File: src/rtl/dlra_defs.svh
/*
 * Constants of the debug link register block: register select codes,
 * unlock codes, flash command codes and reset values.
 * Assumes inclusion by bare name from files that need them.
 */
`ifndef DLRA_DEFS_SVH
`define DLRA_DEFS_SVH

// ----------------------------------------------------------------------
// data register selection by address select value
// ----------------------------------------------------------------------
`define DLRA_SEL_PART_ID 8'h00
`define DLRA_SEL_REV_ID 8'h01
`define DLRA_SEL_PROG_CTL 8'h02
`define DLRA_SEL_PROG_DATA 8'hB4
`define DLRA_ADDR_PART_ID 8'hFD
`define DLRA_ADDR_REV_ID 8'hFE

// ----------------------------------------------------------------------
// reset values and the value read at unmapped selections
// ----------------------------------------------------------------------
`define DLRA_ADDR_SEL_RST 8'h00
`define DLRA_PROG_CTL_RST 8'h00
`define DLRA_PROG_DATA_RST 8'h00
`define DLRA_UNMAPPED_READ 8'h00

// ----------------------------------------------------------------------
// unlock sequence and flash commands
// ----------------------------------------------------------------------
`define DLRA_UNLOCK_FIRST 8'h02
`define DLRA_UNLOCK_SECOND 8'h01
`define DLRA_CMD_BLOCK_READ 8'h06
`define DLRA_CMD_BLOCK_WRITE 8'h07
`define DLRA_CMD_PAGE_ERASE 8'h08

// ----------------------------------------------------------------------
// frame layout
// ----------------------------------------------------------------------
`define DLRA_BYTE_LAST_BIT 3'h7
`define DLRA_INSTR_LAST_BIT 3'h1

`endif

File: src/rtl/dlra_pkg.sv
/*
 * Types of the debug link register block.
 * Assumes nothing beyond a SystemVerilog compiler.
 */
package dlra_pkg;

   // instruction carried by the first two bits of a frame
   typedef enum logic [1:0] {
      DLRA_INS_DATA_RD = 2'h0,
      DLRA_INS_DATA_WR = 2'h1,
      DLRA_INS_ADDR_RD = 2'h2,
      DLRA_INS_ADDR_WR = 2'h3
   } dlra_instr_t;

   typedef enum {
      DLRA_FR_IDLE,
      DLRA_FR_INSTR,
      DLRA_FR_WRDATA,
      DLRA_FR_RDWAIT,
      DLRA_FR_RDDATA,
      DLRA_FR_RDEND
   } dlra_frame_t;

   typedef enum {
      DLRA_UL_LOCKED,
      DLRA_UL_FIRST,
      DLRA_UL_ENABLED
   } dlra_unlock_t;

   typedef enum logic [1:0] {
      DLRA_FC_BLOCK_READ = 2'h0,
      DLRA_FC_BLOCK_WRITE = 2'h1,
      DLRA_FC_PAGE_ERASE = 2'h2,
      DLRA_FC_NONE = 2'h3
   } dlra_flash_cmd_t;

endpackage

File: src/rtl/dlra_link_regs.sv
/*
 * Device end of the two-wire debug link: frame engine, address select
 * register, identifier registers, flash programming unlock and data port.
 * Assumes the host drives the link clock, idles clock and data high, and
 * frames each access with a start (data falling while the clock is high).
 * The flash engine sits on core_clk and talks through the flash ports.
 */
`timescale 1ns/100ps

`include "dlra_defs.svh"

// Notes on behaviour
// - An 8-bit read/write address select register, written and read over the link, picks the data register.
// - With select 0x00 a data read returns the part identifier.
// - With select 0x01 a data read returns the revision identifier.
// - With select 0x02 data reads and writes reach the programming control register.
// - With select 0xB4 data reads and writes reach the programming data port.
// - The part identifier is a fixed read-only byte, also seen at debug address 0xFD.
// - The revision identifier is a read-only byte from the silicon revision, also seen at 0xFE.
// - Programming is enabled only after 0x02 and then 0x01 are written to the control register.
// - Once enabled, programming stays enabled until a system reset, which the host issues.
// - The programming data port is an 8-bit register the host can read and write.
// - The data port carries flash commands 0x06 block read, 0x07 block write, 0x08 page erase.
module dlra_link_regs #(
   // arbitrary neutral value, not a real part code
   parameter logic [7:0] PART_ID_CODE = 8'h5A
) (
   input wire logic core_clk,
   input wire logic rst_n,
   input wire logic debugLinkClock,
   input wire logic debugLinkDataIn,
   output logic debugLinkDataOut,
   output logic debugLinkDataOe,
   input wire logic [7:0] revisionStrap,
   input wire logic flashDataValid,
   input wire logic [7:0] flashDataIn,
   input wire logic flashDone,
   output logic programEnabled,
   output logic dataPortWrite,
   output logic dataPortRead,
   output logic [7:0] dataPortValue,
   output logic flashCmdValid,
   output dlra_pkg::dlra_flash_cmd_t flashCmd
);
   import dlra_pkg::*;

   // ----------------------------------------------------------------------
   // pin synchronisation
   // ----------------------------------------------------------------------
   logic clockRise, clockFall, clockLevel, dataLevel, dataFall, dataRise;

   // link clock comes from the host and is only sampled here
   dlra_link_sync linkSync (
      .core_clk(core_clk),
      .rst_n(rst_n),
      .debugLinkClock(debugLinkClock),
      .debugLinkDataIn(debugLinkDataIn),
      .clockRise(clockRise),
      .clockFall(clockFall),
      .clockLevel(clockLevel),
      .dataLevel(dataLevel),
      .dataFall(dataFall),
      .dataRise(dataRise)
   );

   // ----------------------------------------------------------------------
   // state declarations
   // ----------------------------------------------------------------------
   dlra_frame_t frame_q, frame_d;
   dlra_instr_t instr_q, instr_d;
   logic [2:0] bitCnt_q, bitCnt_d;
   logic [7:0] shift_q, shift_d, commitByte_q, commitByte_d;
   logic dataOut_q, dataOut_d, dataOe_q, dataOe_d, commit_q, commit_d;
   logic commitAddr_q, commitAddr_d, readTaken_q, readTaken_d;

   logic [7:0] addrSel_q, addrSel_d, progCtl_q, progCtl_d, progData_q, progData_d;
   dlra_unlock_t unlock_q, unlock_d;
   logic expectCmd_q, expectCmd_d, portWrite_q, portWrite_d, portRead_q, portRead_d;
   logic cmdValid_q, cmdValid_d, enabled_q, enabled_d;
   dlra_flash_cmd_t cmd_q, cmd_d;

   logic [7:0] revision_identifier_q, revision_identifier_d, readValue;
   logic strapTaken_q, strapTaken_d, startSeen, abortSeen;

   // ----------------------------------------------------------------------
   // read multiplexer
   // ----------------------------------------------------------------------
   always_comb begin
      case (addrSel_q)
         `DLRA_SEL_PART_ID, `DLRA_ADDR_PART_ID: readValue = PART_ID_CODE;
         `DLRA_SEL_REV_ID, `DLRA_ADDR_REV_ID: readValue = revision_identifier_q;
         `DLRA_SEL_PROG_CTL: readValue = progCtl_q;
         `DLRA_SEL_PROG_DATA: readValue = progData_q;
         default: readValue = `DLRA_UNMAPPED_READ;
      endcase
   end

   // ----------------------------------------------------------------------
   // frame engine
   // ----------------------------------------------------------------------
   // a start is only honoured while the pin is not ours; our own drive
   // would otherwise look like a host start and tear the frame down
   assign startSeen = dataFall & clockLevel & ~dataOe_q;
   assign abortSeen = dataRise & clockLevel & ~dataOe_q & (frame_q != DLRA_FR_IDLE);

   always_comb begin
      frame_d = frame_q;
      instr_d = instr_q;
      bitCnt_d = bitCnt_q;
      shift_d = shift_q;
      dataOut_d = dataOut_q;
      dataOe_d = dataOe_q;
      commit_d = 1'b0;
      commitAddr_d = commitAddr_q;
      commitByte_d = commitByte_q;
      readTaken_d = 1'b0;
      if (startSeen) begin
         frame_d = DLRA_FR_INSTR;
         bitCnt_d = 3'h0;
      end else if (abortSeen) begin
         frame_d = DLRA_FR_IDLE;
      end else begin
         case (frame_q)
            DLRA_FR_IDLE: begin
               dataOe_d = 1'b0;
            end
            DLRA_FR_INSTR: begin
               if (clockRise) begin
                  instr_d = dlra_instr_t'({instr_q[0], dataLevel});
                  bitCnt_d = bitCnt_q + 3'h1;
                  if (bitCnt_q == `DLRA_INSTR_LAST_BIT) begin
                     bitCnt_d = 3'h0;
                     if (dataLevel) begin
                        frame_d = DLRA_FR_WRDATA;
                     end else begin
                        frame_d = DLRA_FR_RDWAIT;
                     end
                  end
               end
            end
            DLRA_FR_WRDATA: begin
               if (clockRise) begin
                  shift_d = {shift_q[6:0], dataLevel};
                  bitCnt_d = bitCnt_q + 3'h1;
                  if (bitCnt_q == `DLRA_BYTE_LAST_BIT) begin
                     commit_d = 1'b1;
                     commitAddr_d = (instr_q == DLRA_INS_ADDR_WR);
                     commitByte_d = {shift_q[6:0], dataLevel};
                     frame_d = DLRA_FR_IDLE;
                  end
               end
            end
            DLRA_FR_RDWAIT: begin
               // device takes the line at the first falling edge after the instruction
               if (clockFall) begin
                  shift_d = (instr_q == DLRA_INS_ADDR_RD) ? addrSel_q : readValue;
                  readTaken_d = (instr_q == DLRA_INS_DATA_RD);
                  dataOut_d = (instr_q == DLRA_INS_ADDR_RD) ? addrSel_q[7] : readValue[7];
                  dataOe_d = 1'b1;
                  frame_d = DLRA_FR_RDDATA;
               end
            end
            DLRA_FR_RDDATA: begin
               if (clockRise) begin
                  bitCnt_d = bitCnt_q + 3'h1;
                  if (bitCnt_q == `DLRA_BYTE_LAST_BIT) begin
                     frame_d = DLRA_FR_RDEND;
                  end
               end else if (clockFall) begin
                  shift_d = {shift_q[6:0], 1'b0};
                  dataOut_d = shift_q[6];
               end
            end
            DLRA_FR_RDEND: begin
               if (clockFall) begin
                  dataOe_d = 1'b0;
                  dataOut_d = 1'b1;
                  frame_d = DLRA_FR_IDLE;
               end
            end
            default: begin
               frame_d = DLRA_FR_IDLE;
               dataOe_d = 1'b0;
            end
         endcase
      end
   end

   always_ff @(posedge core_clk or negedge rst_n) begin
      if (!rst_n) begin
         frame_q <= DLRA_FR_IDLE;
         instr_q <= DLRA_INS_DATA_RD;
         bitCnt_q <= 3'h0;
         shift_q <= 8'h00;
         dataOut_q <= 1'b1;
         dataOe_q <= 1'b0;
         commit_q <= 1'b0;
         commitAddr_q <= 1'b0;
         commitByte_q <= 8'h00;
         readTaken_q <= 1'b0;
      end else begin
         frame_q <= frame_d;
         instr_q <= instr_d;
         bitCnt_q <= bitCnt_d;
         shift_q <= shift_d;
         dataOut_q <= dataOut_d;
         dataOe_q <= dataOe_d;
         commit_q <= commit_d;
         commitAddr_q <= commitAddr_d;
         commitByte_q <= commitByte_d;
         readTaken_q <= readTaken_d;
      end
   end

   // ----------------------------------------------------------------------
   // register file and programming unlock
   // ----------------------------------------------------------------------
   always_comb begin
      addrSel_d = addrSel_q;
      progCtl_d = progCtl_q;
      progData_d = progData_q;
      unlock_d = unlock_q;
      expectCmd_d = expectCmd_q;
      portWrite_d = 1'b0;
      portRead_d = 1'b0;
      cmdValid_d = 1'b0;
      cmd_d = cmd_q;
      strapTaken_d = 1'b1;
      // the strap is caught once, on the first clock after reset release
      revision_identifier_d = strapTaken_q ? revision_identifier_q : revisionStrap;
      // a finished flash job re-arms command decoding
      if (flashDone && unlock_q == DLRA_UL_ENABLED) begin
         expectCmd_d = 1'b1;
      end
      // flash engine results land in the data port for the host to read
      if (flashDataValid) begin
         progData_d = flashDataIn;
      end
      if (readTaken_q && addrSel_q == `DLRA_SEL_PROG_DATA) begin
         portRead_d = 1'b1;
      end
      if (commit_q) begin
         if (commitAddr_q) begin
            addrSel_d = commitByte_q;
         end else begin
            case (addrSel_q)
               `DLRA_SEL_PROG_CTL: begin
                  progCtl_d = commitByte_q;
                  case (unlock_q)
                     DLRA_UL_ENABLED: unlock_d = DLRA_UL_ENABLED;
                     default: begin
                        if (unlock_q == DLRA_UL_FIRST && commitByte_q == `DLRA_UNLOCK_SECOND) begin
                           unlock_d = DLRA_UL_ENABLED;
                           expectCmd_d = 1'b1;
                        end else if (commitByte_q == `DLRA_UNLOCK_FIRST) begin
                           unlock_d = DLRA_UL_FIRST;
                        end else begin
                           unlock_d = DLRA_UL_LOCKED;
                        end
                     end
                  endcase
               end
               `DLRA_SEL_PROG_DATA: begin
                  // host write beats a same-cycle engine load
                  progData_d = commitByte_q;
                  portWrite_d = 1'b1;
                  if (expectCmd_q && unlock_q == DLRA_UL_ENABLED) begin
                     expectCmd_d = 1'b0;
                     cmdValid_d = 1'b1;
                     case (commitByte_q)
                        `DLRA_CMD_BLOCK_READ: cmd_d = DLRA_FC_BLOCK_READ;
                        `DLRA_CMD_BLOCK_WRITE: cmd_d = DLRA_FC_BLOCK_WRITE;
                        `DLRA_CMD_PAGE_ERASE: cmd_d = DLRA_FC_PAGE_ERASE;
                        default: cmd_d = DLRA_FC_NONE;
                     endcase
                  end
               end
               // identifier and unmapped selections drop the write
               default: progCtl_d = progCtl_q;
            endcase
         end
      end
      enabled_d = (unlock_d == DLRA_UL_ENABLED);
   end

   // only a system reset leaves programming mode
   always_ff @(posedge core_clk or negedge rst_n) begin
      if (!rst_n) begin
         addrSel_q <= `DLRA_ADDR_SEL_RST;
         progCtl_q <= `DLRA_PROG_CTL_RST;
         progData_q <= `DLRA_PROG_DATA_RST;
         unlock_q <= DLRA_UL_LOCKED;
         expectCmd_q <= 1'b0;
         portWrite_q <= 1'b0;
         portRead_q <= 1'b0;
         cmdValid_q <= 1'b0;
         cmd_q <= DLRA_FC_NONE;
         enabled_q <= 1'b0;
         revision_identifier_q <= 8'h00;
         strapTaken_q <= 1'b0;
      end else begin
         addrSel_q <= addrSel_d;
         progCtl_q <= progCtl_d;
         progData_q <= progData_d;
         unlock_q <= unlock_d;
         expectCmd_q <= expectCmd_d;
         portWrite_q <= portWrite_d;
         portRead_q <= portRead_d;
         cmdValid_q <= cmdValid_d;
         cmd_q <= cmd_d;
         enabled_q <= enabled_d;
         revision_identifier_q <= revision_identifier_d;
         strapTaken_q <= strapTaken_d;
      end
   end

   // ----------------------------------------------------------------------
   // outputs
   // ----------------------------------------------------------------------
   assign debugLinkDataOut = dataOut_q;
   assign debugLinkDataOe = dataOe_q;
   assign programEnabled = enabled_q;
   assign dataPortWrite = portWrite_q;
   assign dataPortRead = portRead_q;
   assign dataPortValue = progData_q;
   assign flashCmdValid = cmdValid_q;
   assign flashCmd = cmd_q;

endmodule // dlra_link_regs

File: src/rtl/dlra_link_sync.sv
/*
 * Synchroniser and edge finder for the debug link clock and data pins.
 * Assumes both pins are asynchronous to core_clk and that each link
 * clock phase lasts at least three core_clk periods.
 */
`timescale 1ns/100ps

module dlra_link_sync (
   input wire logic core_clk,
   input wire logic rst_n,
   input wire logic debugLinkClock,
   input wire logic debugLinkDataIn,
   output logic clockRise,
   output logic clockFall,
   output logic clockLevel,
   output logic dataLevel,
   output logic dataFall,
   output logic dataRise
);

   logic [1:0] clkMeta_q, clkMeta_d;
   logic [1:0] datMeta_q, datMeta_d;
   logic clkPrev_q, clkPrev_d;
   logic datPrev_q, datPrev_d;

   // only stage 1 reads stage 0; edges compare stage 1 with its delayed copy
   always_comb begin
      clkMeta_d = {clkMeta_q[0], debugLinkClock};
      datMeta_d = {datMeta_q[0], debugLinkDataIn};
      clkPrev_d = clkMeta_q[1];
      datPrev_d = datMeta_q[1];
   end

   always_ff @(posedge core_clk or negedge rst_n) begin
      if (!rst_n) begin
         clkMeta_q <= 2'h3;
         datMeta_q <= 2'h3;
         clkPrev_q <= 1'b1;
         datPrev_q <= 1'b1;
      end else begin
         clkMeta_q <= clkMeta_d;
         datMeta_q <= datMeta_d;
         clkPrev_q <= clkPrev_d;
         datPrev_q <= datPrev_d;
      end
   end

   assign clockLevel = clkMeta_q[1];
   assign dataLevel = datMeta_q[1];
   assign clockRise = clkMeta_q[1] & ~clkPrev_q;
   assign clockFall = ~clkMeta_q[1] & clkPrev_q;
   assign dataFall = ~datMeta_q[1] & datPrev_q;
   assign dataRise = datMeta_q[1] & ~datPrev_q;

endmodule // dlra_link_sync

File: config.mk
export PLATFORM = sky130hd
export DESIGN_NAME = dlra_link_regs
export DESIGN_NICKNAME = d
export VERILOG_FILES = /design/src/rtl/dlra_pkg.sv /design/src/rtl/dlra_link_regs.sv /design/src/rtl/dlra_link_sync.sv
export VERILOG_INCLUDE_DIRS = /design/src /design/src/rtl
export SDC_FILE = /design/constraint.sdc
export NUM_CORES = 1
export LEC_CHECK = 0
export BUFFER_PORTS_ARGS = -buffer_cell sky130_fd_sc_hd__buf_2
export CAP_MARGIN = 5
export CORE_MARGIN = 1
export CORE_UTILIZATION = 59
export DETAILED_ROUTE_END_ITERATION = 8
export GPL_TIMING_DRIVEN = 0
export MAX_ROUTING_LAYER = met4
export PLACE_DENSITY = 0.83
export SLEW_MARGIN = 20
export SYNTH_ARGS = -nofsm -noshare
export SYNTH_HDL_FRONTEND = slang
export SYNTH_HIERARCHICAL = 1
export SYNTH_SLANG_ARGS = --single-unit
File: constraint.sdc
create_clock -name core_clk -period 2.38 [get_ports core_clk]
set_input_delay 0.119 -clock core_clk [delete_from_list [all_inputs] [get_ports core_clk]]
set_output_delay 0.119 -clock core_clk [all_outputs]
set_load 0.01 [all_outputs]
# After elaboration in Yosys (flattened, before gate mapping)
# Cells that the tools add are included.
word_totals:
  register_bits: 135
  latchBits: 0
  mem_bits_rw: 0
  rom_bits: 0
  input_bits: 22
  out_inout_bits: 16
  word_cells: 178
  n_memories: 0
op_classes:
  add_sub_neg: 1
  multipliers: 0
  n_div: 0
  magnitude_cmp: 0
  eq_ne: 40
  shifts: 0
  mux: 68
  bitwise_logic: 18
  n_reduce_logical: 25
ops:
  columns: ["operator", "count"]
  rows:
  - ["$mux W32", 13]
  - ["$pmux W32 S6", 1]
  - ["$eq A32 B2 Y1 const B", 4]
  - ["$eq A32 B3 Y1 const B", 4]
  - ["$mux W7", 5]
  - ["$eq A32 B1 Y1 const B", 1]
  - ["$logic_not A32 Y1", 1]
  - ["$mux W8", 4]
  - ["$ne A4 B4 Y1 const B", 8]
  - ["$pmux W8 S4", 1]
  - ["$reduce_bool A32 Y1", 1]
  - ["$mux W1", 31]
  - ["$eq A8 B8 Y1 const B", 3]
  - ["$pmux W7 S3", 1]
  - ["$eq A8 B1 Y1 const B", 2]
  - ["$eq A8 B2 Y1 const B", 2]
  - ["$eq A8 B3 Y1 const B", 2]
  - ["$mux W3", 5]
  - ["$reduce_and A7 Y1", 2]
  - ["$ne A2 B2 Y1 const B", 6]
  - ["$reduce_and A4 Y1", 3]
  - ["$reduce_and A5 Y1", 2]
  - ["$and A1 B1 Y1", 9]
  - ["$not A1 Y1", 9]
  - ["21 further kinds", 32]

# Longest topological paths before layout
# Gate-level depths: netlist (run 1).
depth:
  ltp_word: 8
  depth_mapped: 8
  ltp_nobuf: 7

# Hierarchy
# The synthesis (run 1) kept the hierarchy.
by_module_without_submodules:
  columns: ["module", "n_inst", "cells_per_inst", "area_per_inst_um2", "seq_area_each_um2"]
  rows:
  - ["dlra_link_regs", 1, 403, 4553.1, 2506.2]
  - ["dlra_link_sync", 1, 10, 192.7, 157.7]

# Least setup slack after synthesis (run 1)
# No wires, ideal clock.
synth_timing:
  path_type: "reg-to-reg"
  start: "register linkSync.datMeta_q[1]"
  end: "register commitByte_q[1]"
  setup_ns: 0.125
  arrival_ns: 1.806
  required_time_ns: 2.255
  setup_slack_ns: 0.450
  path_stages_with_launch: 7
  path_buffers: 1
  synth_period_minus_slack_ns: 1.930
  cell_sequence: "dfstp_2 -> and2b_2 -> and3b_1 -> a31oi_2 -> nand4_1 -> buf_2 -> mux2_2"
synth_via:
  elab_chain_cells: 6
  word_cells_on_any_way: 11
  classes_between: "bitwise: 10; reduce/logical: 1"
synth_lines:
  columns: ["element", "line_no", "source"]
  rows:
  - ["start: declaration", "dlra_link_sync.sv:22", "logic [1:0] datMeta_q, datMeta_d;"]
  - ["start signal: assignment", "dlra_link_sync.sv:42", "datMeta_q <= datMeta_d;"]
  - ["$not A1 Y1", "dlra_link_sync.sv:52", "assign dataFall = ~datMeta_q[1] & datPrev_q;"]
  - ["$and A1 B1 Y1", "dlra_link_sync.sv:52", null]
  - ["net dataFall", "dlra_link_regs.sv:50", "logic clockRise, clockFall, clockLevel, dataLevel, dataFall, dataRise;"]
  - ["$and A1 B1 Y1 (2 in a row)", "dlra_link_regs.sv:103", "assign startSeen = dataFall & clockLevel & ~dataOe_q;"]
  - ["$not A1 Y1 (no source line)", null, null]
  - ["$reduce_and A5 Y1 (no source line)", null, null]
  - ["end signal: assignment", "dlra_link_regs.sv:210", "commitByte_q <= commitByte_d;"]
  - ["end: declaration", "dlra_link_regs.sv:72", "logic [7:0] shift_q, shift_d, commitByte_q, commitByte_d;"]
# The timed path passes the listed nets, and every way through them passes these cells.
# A chain may end at the register's enable or synchronous reset.

# Worst setup path after layout (run 1)
layout_timing:
  start: "register linkSync.datMeta_q[1]"
  end: "register commitByte_q[7]"
# The elaborated chain is that of the path after synthesis.

==> results of run 1 <==
## area by class of cell
class | instances | area, um^2 | area share
buffer | 20 | 93.8 | 0.0173
clock buffer | 10 | 128 | 0.0236
clock inverter | 6 | 71.3 | 0.0132
inverter | 7 | 26.3 | 0.00485
multi-input combinational | 280 | 1980 | 0.366
sequential | 106 | 2660 | 0.492
tap | 102 | 128 | 0.0236
timing repair buffer | 48 | 324 | 0.0599
## worst min-delay path: cells and delay by family
family	cells	cell delay [ns]
muxes	1	0.06
AOI/OAI and AO/OA	1	0.12
buffers and inverters	1	0.07
## final timing paths
check	slack (ns)	depth (start not counted)	to	from
worst max-delay path	0.17	6	commitByte_q[7]	linkSync/datMeta_q[1]
worst min-delay path	0.05	3	dataPortValue[6]	flashDataIn[6]
worst max register to register	0.17	6	commitByte_q[7]	linkSync/datMeta_q[1]
worst min register to register	0.36	0	linkSync/clkMeta_q[1]	linkSync/clkMeta_q[0]
max in group asynchronous	1.52	3	flashCmd[0]	rst_n
min in group asynchronous	0.21	2	unlock_q[19]	rst_n
## layer usage
layer  up-vias  global-route usage  part of all wire
li1       1591                   -                 -
met1      1710               0.365              0.43
met2       133               0.438              0.49
met3        25              0.0423             0.050
met4         0               0.127             0.027
met5         -                   -                 0
## power by group
part	switching (W)	internal [W]	leakage (nW)
Sequential	0.000157	0.00196	1.39
Combinational	0.000420	0.000321	1.14
Clock	0.000640	0.000501	0.0992
## cell usage after synthesis, types with 2 or more instances
master    number
nand2b_1       6
and2_1        31
or3_1          2
nand3_1        7
nand2_1       18
nor4_1         7
o21ai_0       11
o31a_1         2
clkbuf_1      13
and2b_2        4
o211ai_1       2
mux2i_1       11
o31ai_1        7
o22ai_1        2
buf_2          3
a22o_1         8
nor2_1        34
nor2b_1        7
nor4bb_1       2
mux2_2        37
nand4_1        7
a21oi_1       27
buf_4          2
ha_1           3
nand3b_1       2
inv_1          7
and3b_1        3
o21a_1         2
dfrtp_1       97
a21boi_0       8
a211oi_1       2
a31oi_1        4
or4_1          3
dfstp_2        9
nor3b_1        2
## kinds of logic (layout without fill, tap and decap cells)
group / Yosys count / after routing / synth area share
buf+inv: 27 / 91 / 0.0253
flops: 106 / 106 / 0.561
simple gates: 144 / 144 / 0.178
mux: 48 / 48 / 0.111
other cells: 1 / 1 / 0.000790
compound gates: 84 / 84 / 0.116
fa+ha+maj: 3 / 3 / 0.00791
## through the flow
stage	util	instances	worst slack [ns]	area (um^2)	hold WS [ns]
2_1_floorplan	-	413	0.450	4750	-0.177
3_5_place_dp	0.655	552	0.0480	5090	0.0348
4_1_cts	0.695	579	0.0552	5400	0.0391
3_3_place_gp	0.651	551	0.119	5050	0.235
6_report	0.697	579	0.170	5410	0.0513
5_1_grt	0.697	579	0.0381	5410	0.0787
## flip-flops by register name, summed over array words and instances (netlist names), 2 cells and up
| register | count |
|---|---|
| addrSel_q | 8 |
| bitCnt_q | 3 |
| commitByte_q | 8 |
| dataPortValue | 8 |
| flashCmd | 2 |
| frame_q | 3 |
| instr_q | 2 |
| linkSync/clkMeta_q | 2 |
| linkSync/datMeta_q | 2 |
| progCtl_q | 8 |
| revision_identifier_q | 8 |
| shift_q | 7 |
| unlock_q | 32 |
## repair_timing
action,in CTS,in global routing
setup endpoints to repair,0,9
buffers inserted,0,0
hold buffers,11,0
resized for setup,0,2
endpoints found under the hold margin,46,0
==> results by group, run 1 <==
Power and ir drop
  • Pleak: 2.63 nW
  • Max IR drop VDD: 0.390 mV
  • PwrDens: 739 mW/mm^2
  • Total chip power: 0.00400 W

Place
  • DP HPWL: 6930 um
  • Global placement routability congestion: 0.905
  • Count of buffers from port buffering: 36

STA
  • RSZ-0062 raised after global routing: no
  • Min cycle time layout: 2.21 ns
  • Fin. Hold Viols: 0
  • Clock Skews: 0.0191 ns
  • Final slew viol count: 0
  • Fin Setup TNS: 0 ns
  • Tightest Pin Transition: 0.705 ns
  • Relative max-transition margin: 0.528
  • # setup viols final: 0
  • F_max: 0.452 GHz
  • Crit share post-route: 0.929

Synth
  • Post-synth cell types: 56
  • Leading area contributor after synthesis: dfrtp_1
  • Post-Synthesis Cells: 413
  • Ys Warns: 6
  • Post-synth EDFFs: 0
  • Async SR Flop Fraction: 1.00
  • Sequential share of the synthesized area: 0.561
  • Syn nets: 438
  • Seq cells post-synth: 106
  • Synth area leaders: dfrtp_1 51%, mux2_2 8.8%, dfstp_2 5.0%, and2_1 4.1%, a21oi_1 2.8%
  • Post-synth top flop: dfrtp_1
  • Mean Syn Cell Area: 11.5 um^2
  • Synthesized cell area: 0.00475 mm^2
  • Share of the synthesized area in the top cell type: 0.511

Setup path
  • Top Family by Delay on Critical Path: simple AND/OR/NAND/NOR gates
  • Startpoint types: flip-flop
  • CP Cell Sequence: and2b_2 > and3b_1 > a31oi_4 > nand4_1 > buf_2 > mux2_2
  • Crit Path Category: reg2reg
  • Critical-path top delay cell: dfstp_2
  • Worst path arrival time: 2.45 ns
  • CP required: 2.62 ns
  • Critical path's largest stage delay: 0.60 ns
  • CP max FO: 10
  • Worst Path Buf+Inv: 1
  • CP endpoint kind: flip-flop

Drt
  • WL per Instance: 17.9 um
  • First-pass DRT Iterations: 5
  • Via density: 5.97
  • Initial drt markers: 247
  • # DRC: 0
  • Total wire length: 10400 um
  • Total number of vias: 3459
  • Routed Antenna Nets: 0

Clock network
  • CTS root buf: clkbuf_8
  • Clock Latency Late Sink: 0.37 ns
  • Max clock buf depth: 2
  • # clock sinks: 106
  • Clock-pin slew on the worst setup and hold paths: 0.09 ns
  • TritonCTS Buffers: 9
  • H-tree levels: 3
  • TritonCTS clock tree: built

Outcome
  • Outcome: finished clean

Floorplanning
  • Core outline area: 0.00777 mm^2
  • Ports: 38
  • Die ar.: 0.00841 mm^2
  • Die height: 91.7 um
  • Initial Util: 0.611
  • Num rows: 32
  • Chip Width: 91.7 um

Finish
  • Leading cell type in the layout, fill and taps excluded: dfrtp_1
  • Share of cells above drive strength 1: 0.239
  • Final #Nets: 497
  • N_diodes: 0
  • Area grow syn2layout: 14.1%
  • Fillers: 560
  • Commonest non-fill, non-tap cells in the layout: 97 x dfrtp_1, 38 x buf_2, 37 x mux2_2

Hold path
  • Min-Delay Path Class: in2reg

Job
  • Max cap viols: 0

GRT
  • Initial antenna violation count: 0
  • Global-route wire length before repair: 17400 um
  • Total grt overflow: 0
  • Largest net degree at the start of global routing: 71
  • Vias in the first global route: 3539
  • Gr usage total: 0.280
No activity file was read; power rests on OpenSTA's default activity.
==> inputs of run 2 (changes only) <==
--- a/config.mk
+++ b/config.mk
@@ -11,7 +11,6 @@
 export CORE_MARGIN = 1
 export CORE_UTILIZATION = 59
 export DETAILED_ROUTE_END_ITERATION = 8
-export GPL_TIMING_DRIVEN = 0
 export MAX_ROUTING_LAYER = met4
 export PLACE_DENSITY = 0.83
 export SLEW_MARGIN = 20
==> results by group, run 2 (synthesized netlist as in run 1, its figures left out) <==
Outcome
  • Outcome: finished clean (unchanged)

Setup path
  • CP required: 2.64 ns (was 2.62 ns)
  • Worst path arrival time: 2.43 ns (was 2.45 ns)
  • Crit Path Category: reg2reg (unchanged)
  • Worst r2r src: frame_q[2] (was linkSync/datMeta_q[1])
  • CP max FO: 12 (was 10)
  • CP startpoint: frame_q[2] (was linkSync/datMeta_q[1])
  • Startpoint types: flip-flop (unchanged)
  • CP endpoint kind: flip-flop (unchanged)

Place
  • Count of buffers from port buffering: 37 (was 36)
  • Global placement routability congestion: 0.954 (was 0.905)
  • DP HPWL: 6630 um (was 6930 um)

Power and ir drop
  • Pleak: 2.63 nW (about the same)
  • Max IR drop VDD: 0.429 mV (was 0.390 mV)
  • PwrDens: 749 mW/mm^2 (was 739 mW/mm^2)
  • Total chip power: 0.00403 W (was 0.00400 W)

Clock network
  • Clock Latency Late Sink: 0.37 ns (about the same)
  • # clock sinks: 106 (unchanged)
  • Clock-pin slew on the worst setup and hold paths: 0.11 ns (was 0.09 ns)
  • TritonCTS clock tree: built (unchanged)
  • H-tree levels: 3 (unchanged)
  • TritonCTS Buffers: 9 (unchanged)
  • Max clock buf depth: 2 (unchanged)
  • CTS root buf: clkbuf_8 (unchanged)

GRT
  • Largest net degree at the start of global routing: 83 (was 71)
  • Gr usage total: 0.268 (was 0.280)
  • Top Usage Layer GRT: met2 (unchanged)
  • Initial antenna violation count: 0 (unchanged)
  • Global-route wire length before repair: 16800 um (was 17400 um)
  • Vias in the first global route: 3364 (was 3539)
  • Met2 usage: 0.408 (was 0.438)
  • GR Util met1: 0.362 (was 0.365)
  • Grt met3 use: 0.0556 (was 0.0423)
  • Total grt overflow: 0 (unchanged)

STA
  • Crit share post-route: 0.913 (was 0.929)
  • Clock Skews: 0.0162 ns (was 0.0191 ns)
  • Fin Setup TNS: 0 ns (unchanged)
  • Relative max-transition margin: 0.525 (was 0.528)
  • RSZ-0062 raised after global routing: no (unchanged)
  • Fin. Hold Viols: 0 (unchanged)
  • # setup viols final: 0 (unchanged)
  • Min cycle time layout: 2.17 ns (was 2.21 ns)
  • Final slew viol count: 0 (unchanged)
  • F_max: 0.460 GHz (was 0.452 GHz)
  • Tightest Pin Transition: 0.705 ns (about the same)

Floorplanning
  • Die height: 91.7 um (unchanged)
  • Chip Width: 91.7 um (unchanged)
  • Die ar.: 0.00841 mm^2 (unchanged)
  • Num rows: 32 (unchanged)
  • Ports: 38 (unchanged)
  • Initial Util: 0.611 (unchanged)
  • Core outline area: 0.00777 mm^2 (unchanged)

Drt
  • Initial drt markers: 251 (was 247)
  • # DRC: 0 (unchanged)
  • Routed Antenna Nets: 0 (unchanged)
  • WL per Instance: 17.1 um (was 17.9 um)
  • Total number of vias: 3384 (was 3459)
  • Via density: 5.95 (was 5.97)
  • First-pass DRT Iterations: 5 (unchanged)
  • Total wire length: 9720 um (was 10400 um)

Finish
  • Commonest non-fill, non-tap cells in the layout: 97 x dfrtp_1, 37 x mux2_2, 36 x buf_2 (was 97 x dfrtp_1, 38 x buf_2, 37 x mux2_2)
  • Leading cell type in the layout, fill and taps excluded: dfrtp_1 (unchanged)
  • Max FFs per register: 32 (unchanged)
  • Share of cells above drive strength 1: 0.255 (was 0.239)
  • N_diodes: 0 (unchanged)
  • Area grow syn2layout: 13.4% (was 14.1%)
  • Largest Register: unlock_q (unchanged)
  • Final #Nets: 487 (was 497)

Hold path
  • Min-Delay Path Class: in2reg (unchanged)
  • Hold path startpoint: flashDataIn[2] (was flashDataIn[6])

Job
  • Max cap viols: 0 (unchanged)
run 2: cell count changes in the layout (fill, tap and decap cells not counted), sizes merged:
| cell | change |
|---|---|
| buf | +3 |
| clkbuf | -12 |
| clkinvlp | -1 |
run 2: final timing paths:
kind | endpoint | slack [ns] | cells after the start
max in group asynchronous | linkSync/datPrev_q | 1.43 | 3
max reg2reg | shift_q[0] | 0.21 | 5
min reg2reg | linkSync/datMeta_q[1] | 0.36 | 0
min | dataPortValue[2] | 0.05 | 3
max | shift_q[0] | 0.21 | 5
min in group asynchronous | unlock_q[4] | 0.19 | 2
run 2: critical path, cell delays in order, from the launching register on:
cell	delay, ns
dfrtp_1	0.55
or3b_1	0.42
nor3b_1	0.28
o21ai_0	0.30
a211oi_1	0.37
a211oi_1	0.13
run 2: power breakdown:
| group | internal (W) | switching [W] | total, W |
|---|---|---|---|
| combinational | 0.000319 | 0.000381 | 0.000700 |
| sequential | 0.00196 | 0.000179 | 0.00214 |
| clock | 0.000561 | 0.000629 | 0.00119 |
run 2: stage by stage:
step,hold slack (ns),utilization,cell area [um^2],std cells,setup slack [ns]
final,0.0488,0.693,5380,569,0.207
after detailed placement,0.0427,0.651,5050,542,0.251
after CTS,0.0328,0.693,5380,569,0.242
after global placement,0.0378,0.651,5050,542,0.420
after global routing,0.0550,0.693,5380,569,0.0636
after floorplan,-0.177,-,4750,413,0.450
run 2: final cells by class:
| type | instances | area, um^2 |
|---|---|---|
| Tap cell | 102 | 128 |
| Multi-Input combinational cell | 280 | 1960 |
| Clock buffer | 11 | 151 |
| Sequential cell | 106 | 2660 |
| Inverter | 7 | 26.3 |
| Fill cell | 569 | 2380 |
| Timing Repair Buffer | 58 | 385 |
| Clock inverter | 5 | 67.6 |
run 2: metal layers:
metal	wire length [um]	vias up
li1	-	1568
met1	4370	1674
met2	4680	123
met3	466	19
met4	192	0
met5	0	-
run 2: what timing repair did:
action	in CTS	in global routing
resized for setup	0	0
setup buffers	0	0
hold buffers	11	0
hold endpoints to repair	34	0
==> inputs of run 3 (changes only) <==
--- a/config.mk
+++ b/config.mk
@@ -9,12 +9,11 @@
 export BUFFER_PORTS_ARGS = -buffer_cell sky130_fd_sc_hd__buf_2
 export CAP_MARGIN = 5
 export CORE_MARGIN = 1
-export CORE_UTILIZATION = 59
+export CORE_UTILIZATION = 60
 export DETAILED_ROUTE_END_ITERATION = 8
 export MAX_ROUTING_LAYER = met4
-export PLACE_DENSITY = 0.83
+export PLACE_DENSITY = 0.84
 export SLEW_MARGIN = 20
 export SYNTH_ARGS = -nofsm -noshare
 export SYNTH_HDL_FRONTEND = slang
-export SYNTH_HIERARCHICAL = 1
 export SYNTH_SLANG_ARGS = --single-unit
==> results by group, run 3 <==
Synth
  • Seq cells post-synth: 106 (unchanged)
  • Post-synth cell types: 60 (was 56)
  • Post-synth EDFFs: 0 (unchanged)
  • Main combinational cell family by area after synthesis: simple AND/OR/NAND/NOR gates (unchanged)
  • Async SR Flop Fraction: 1.00 (unchanged)
  • Share of the synthesized area in the top cell type: 0.504 (was 0.511)
  • Synth area leaders: dfrtp_1 50%, mux2_2 7.7%, nor2b_1 4.9%, dfstp_2 4.9%, nand2_1 3.3% (was dfrtp_1 51%, mux2_2 8.8%, dfstp_2 5.0%, and2_1 4.1%, a21oi_1 2.8%)
  • XOR/XNOR share of the synthesized area: 0.00364 (was 0)
  • Leading area contributor after synthesis: dfrtp_1 (unchanged)
  • Mean Syn Cell Area: 11.2 um^2 (was 11.5 um^2)
  • Syn nets: 456 (was 438)
  • Synthesized cell area: 0.00481 mm^2 (was 0.00475 mm^2)
  • Ys Warns: 0 (was 6)
  • Sequential share of the synthesized area: 0.553 (was 0.561)
  • Post-Synthesis Cells: 431 (was 413)
  • Compound-cell area share of the yosys netlist: 0.0990 (was 0.116)
  • Post-synthesis mux area share: 0.100 (was 0.111)
  • Synth Area in Simple Gates: 0.209 (was 0.178)
  • Count leader, synth: dfrtp_1 (unchanged)
  • Post-synth top flop: dfrtp_1 (unchanged)
  • Synth top cells by count: 97 x dfrtp_1, 42 x nand2_1, 38 x nor2b_1 (was 97 x dfrtp_1, 37 x mux2_2, 34 x nor2_1)
  • Adder-cell share of the synthesized area: 0.00780 (was 0.00791)

GRT
  • Global-route wire length before repair: 17000 um (was 16800 um)
  • Initial antenna violation count: 0 (unchanged)
  • Gr usage total: 0.272 (was 0.268)
  • Largest net degree at the start of global routing: 55 (was 83)
  • Vias in the first global route: 3445 (was 3364)
  • Total grt overflow: 0 (unchanged)

Setup path
  • Crit Path Category: reg2reg (unchanged)
  • Worst r2r dst: unlock_q[17] (was shift_q[0])
  • Worst r2r src: addrSel_q[0] (was frame_q[2])
  • CP required: 2.65 ns (was 2.64 ns)
  • Startpoint types: flip-flop (unchanged)
  • CP Capture Point: unlock_q[17] (was shift_q[0])
  • Flop-to-flop setup slack: 0.19 ns (was 0.21 ns)
  • Worst path arrival time: 2.46 ns (was 2.43 ns)
  • CP max FO: 16 (was 12)
  • Reg2Reg Depth: 4 (was 5)
  • CP startpoint: addrSel_q[0] (was frame_q[2])
  • CP endpoint kind: flip-flop (unchanged)

Clock network
  • TritonCTS clock tree: built (unchanged)
  • # clock sinks: 106 (unchanged)
  • Max clock buf depth: 2 (unchanged)
  • Clock Latency Late Sink: 0.37 ns (about the same)
  • Clock-pin slew on the worst setup and hold paths: 0.11 ns (about the same)
  • H-tree levels: 3 (unchanged)
  • Setup bufs post-CTS: 0 (unchanged)
  • Post_cts resized: 0 (unchanged)
  • CTS root buf: clkbuf_8 (unchanged)
  • TritonCTS Buffers: 9 (unchanged)
  • CTS Hold Bufs: 11 (unchanged)

Power and ir drop
  • Total chip power: 0.00377 W (was 0.00403 W)
  • Reg power frac: 0.558 (was 0.531)
  • Comb pwr share: 0.149 (was 0.174)
  • Pleak: 2.69 nW (was 2.63 nW)
  • PwrDens: 695 mW/mm^2 (was 749 mW/mm^2)
  • Switching Share: 0.298 (was 0.295)
  • Internal power: 0.00265 W (was 0.00284 W)
  • Clock power share: 0.293 (was 0.295)
  • Max IR drop VDD: 0.394 mV (was 0.429 mV)
  • Sw power: 0.00113 W (was 0.00119 W)

STA
  • # setup viols final: 0 (unchanged)
  • Final slew viol count: 0 (unchanged)
  • Hold Slack: 0.0517 ns (was 0.0488 ns)
  • RSZ-0062 raised after global routing: no (unchanged)
  • Relative max-transition margin: 0.535 (was 0.525)
  • Tightest Pin Transition: 0.698 ns (was 0.705 ns)
  • Fin Setup TNS: 0 ns (unchanged)
  • F_max: 0.457 GHz (was 0.460 GHz)
  • Min cycle time layout: 2.19 ns (was 2.17 ns)
  • Clock Skews: 0.0155 ns (was 0.0162 ns)
  • Crit share post-route: 0.920 (was 0.913)
  • Fin. Hold Viols: 0 (unchanged)

Drt
  • DR top layer: met4 (unchanged)
  • DR WL met3: 555 um (was 466 um)
  • DRT met1 WL: 4380 um (was 4370 um)
  • Routed Antenna Nets: 0 (unchanged)
  • First-pass DRT Iterations: 5 (unchanged)
  • Routed length on met2: 5000 um (was 4680 um)
  • Total wire length: 10100 um (was 9720 um)
  • Via density: 5.92 (was 5.95)
  • Total number of vias: 3463 (was 3384)
  • WL per Instance: 17.3 um (was 17.1 um)
  • Initial drt markers: 240 (was 251)
  • # DRC: 0 (unchanged)

Finish
  • Final #Nets: 503 (was 487)
  • Area grow syn2layout: 12.7% (was 13.4%)
  • Largest Register: unlock_q (unchanged)
  • Layout Cell Area excl Fill: 0.00543 mm^2 (was 0.00538 mm^2)
  • Share of cells above drive strength 1: 0.255 (about the same)
  • Utilization after layout: 0.702 (was 0.693)
  • Leading cell type in the layout, fill and taps excluded: dfrtp_1 (unchanged)
  • Commonest non-fill, non-tap cells in the layout: 97 x dfrtp_1, 42 x nand2_1, 38 x nor2b_1 (was 97 x dfrtp_1, 37 x mux2_2, 36 x buf_2)
  • N_diodes: 0 (unchanged)
  • Max FFs per register: 32 (unchanged)

Floorplanning
  • Ports: 38 (unchanged)
  • Chip Width: 91.6 um (was 91.7 um)
  • Initial Util: 0.623 (was 0.611)
  • Die height: 91.6 um (was 91.7 um)
  • Die ar.: 0.00839 mm^2 (was 0.00841 mm^2)
  • Num rows: 32 (unchanged)
  • Core outline area: 0.00773 mm^2 (was 0.00777 mm^2)

Place
  • Global placement routability congestion: 0.882 (was 0.954)
  • DP HPWL: 6960 um (was 6630 um)
  • Post-DP Area: 0.00511 mm^2 (was 0.00505 mm^2)
  • Count of buffers from port buffering: 37 (unchanged)

Hold path
  • Hold depth: 3 (unchanged)
  • Min-Delay Path Class: in2reg (unchanged)

Outcome
  • Outcome: finished clean (unchanged)

Job
  • Max cap viols: 0 (unchanged)
[run 3: changes by cell type in the layout (fill, tap and decap cells not counted), moves of 3 or more]
cell,before,now
nand2_1,18,42
o311ai_1,0,4
a21boi_0,8,1
a21oi_1,27,20
a31oi_1,4,1
nor2b_1,7,38
and2b_2,4,0
and2_1,31,2
nand2b_1,6,11
o31ai_1,7,0
a221oi_1,1,6
nand4b_1,1,4
mux2_2,37,33
nand4_1,7,2
[run 3: area by class of cell]
| cell class | instances | area, um^2 |
|---|---|---|
| Timing Repair Buffer | 58 | 385 |
| Fill cell | 532 | 2300 |
| Inverter | 6 | 22.5 |
| Clock inverter | 6 | 65.1 |
| Clock buffer | 10 | 138 |
| Tap cell | 102 | 128 |
| Sequential cell | 106 | 2660 |
| Multi-Input combinational cell | 297 | 2020 |
[run 3: how the worst min path moves through the flow]
stage,from,end,slack (ns)
2_1_floorplan,rst_n,addrSel_q[0],-0.18
3_3_place_gp,rst_n,strapTaken_q,0.19
3_5_place_dp,rst_n,revision_identifier_q[0],0.20
4_1_cts,flashDataIn[1],dataPortValue[1],0.04
5_1_grt,flashDataIn[0],dataPortValue[0],0.06
6_report,flashDataIn[4],dataPortValue[4],0.05
[run 3: per-stage QoR]
step                cells  setup WS (ns)
global placement      558          0.362
CTS                   585          0.242
floorplan             431          0.487
global route          585          0.102
finish                585          0.191
detailed placement    558          0.298
[run 3: logic make-up (layout without fill, tap and decap cells)]
family | count (synthesis) | count (layout)
AOI/OAI and AO/OA | 68 | 68
xor gates and xnor gates | 2 | 2
adders and majority gates | 3 | 3
DFF | 106 | 106
muxes | 44 | 44
buffers and inverters | 28 | 80
and+or+nand+nor | 179 | 179
other | 1 | 1
[run 3: power groups by stage]
stage / sequential (W) / combinational, W / clock [W]
finish: 0.00210 / 0.000561 / 0.00111
global route: 0.00213 / 0.000626 / 0.00120
CTS: 0.00210 / 0.000562 / 0.00113
detailed placement: 0.00213 / 0.000540 / 0
global placement: 0.00212 / 0.000524 / 0
floorplan: 0.00206 / 0.000415 / 0
[run 3: critical path, stage by stage (launching register included)]
cell and delay (ns):
dfrtp_1 0.58, nor3_4 0.54, and4_1 0.59, buf_4 0.30
nor2b_1 0.08
[run 3: per-layer routing]
layer / up-vias / global-route usage
li1: 1613 / -
met1: 1707 / 0.364
met2: 123 / 0.424
met3: 20 / 0.0469
met4: 0 / 0.0966
met5: - / -
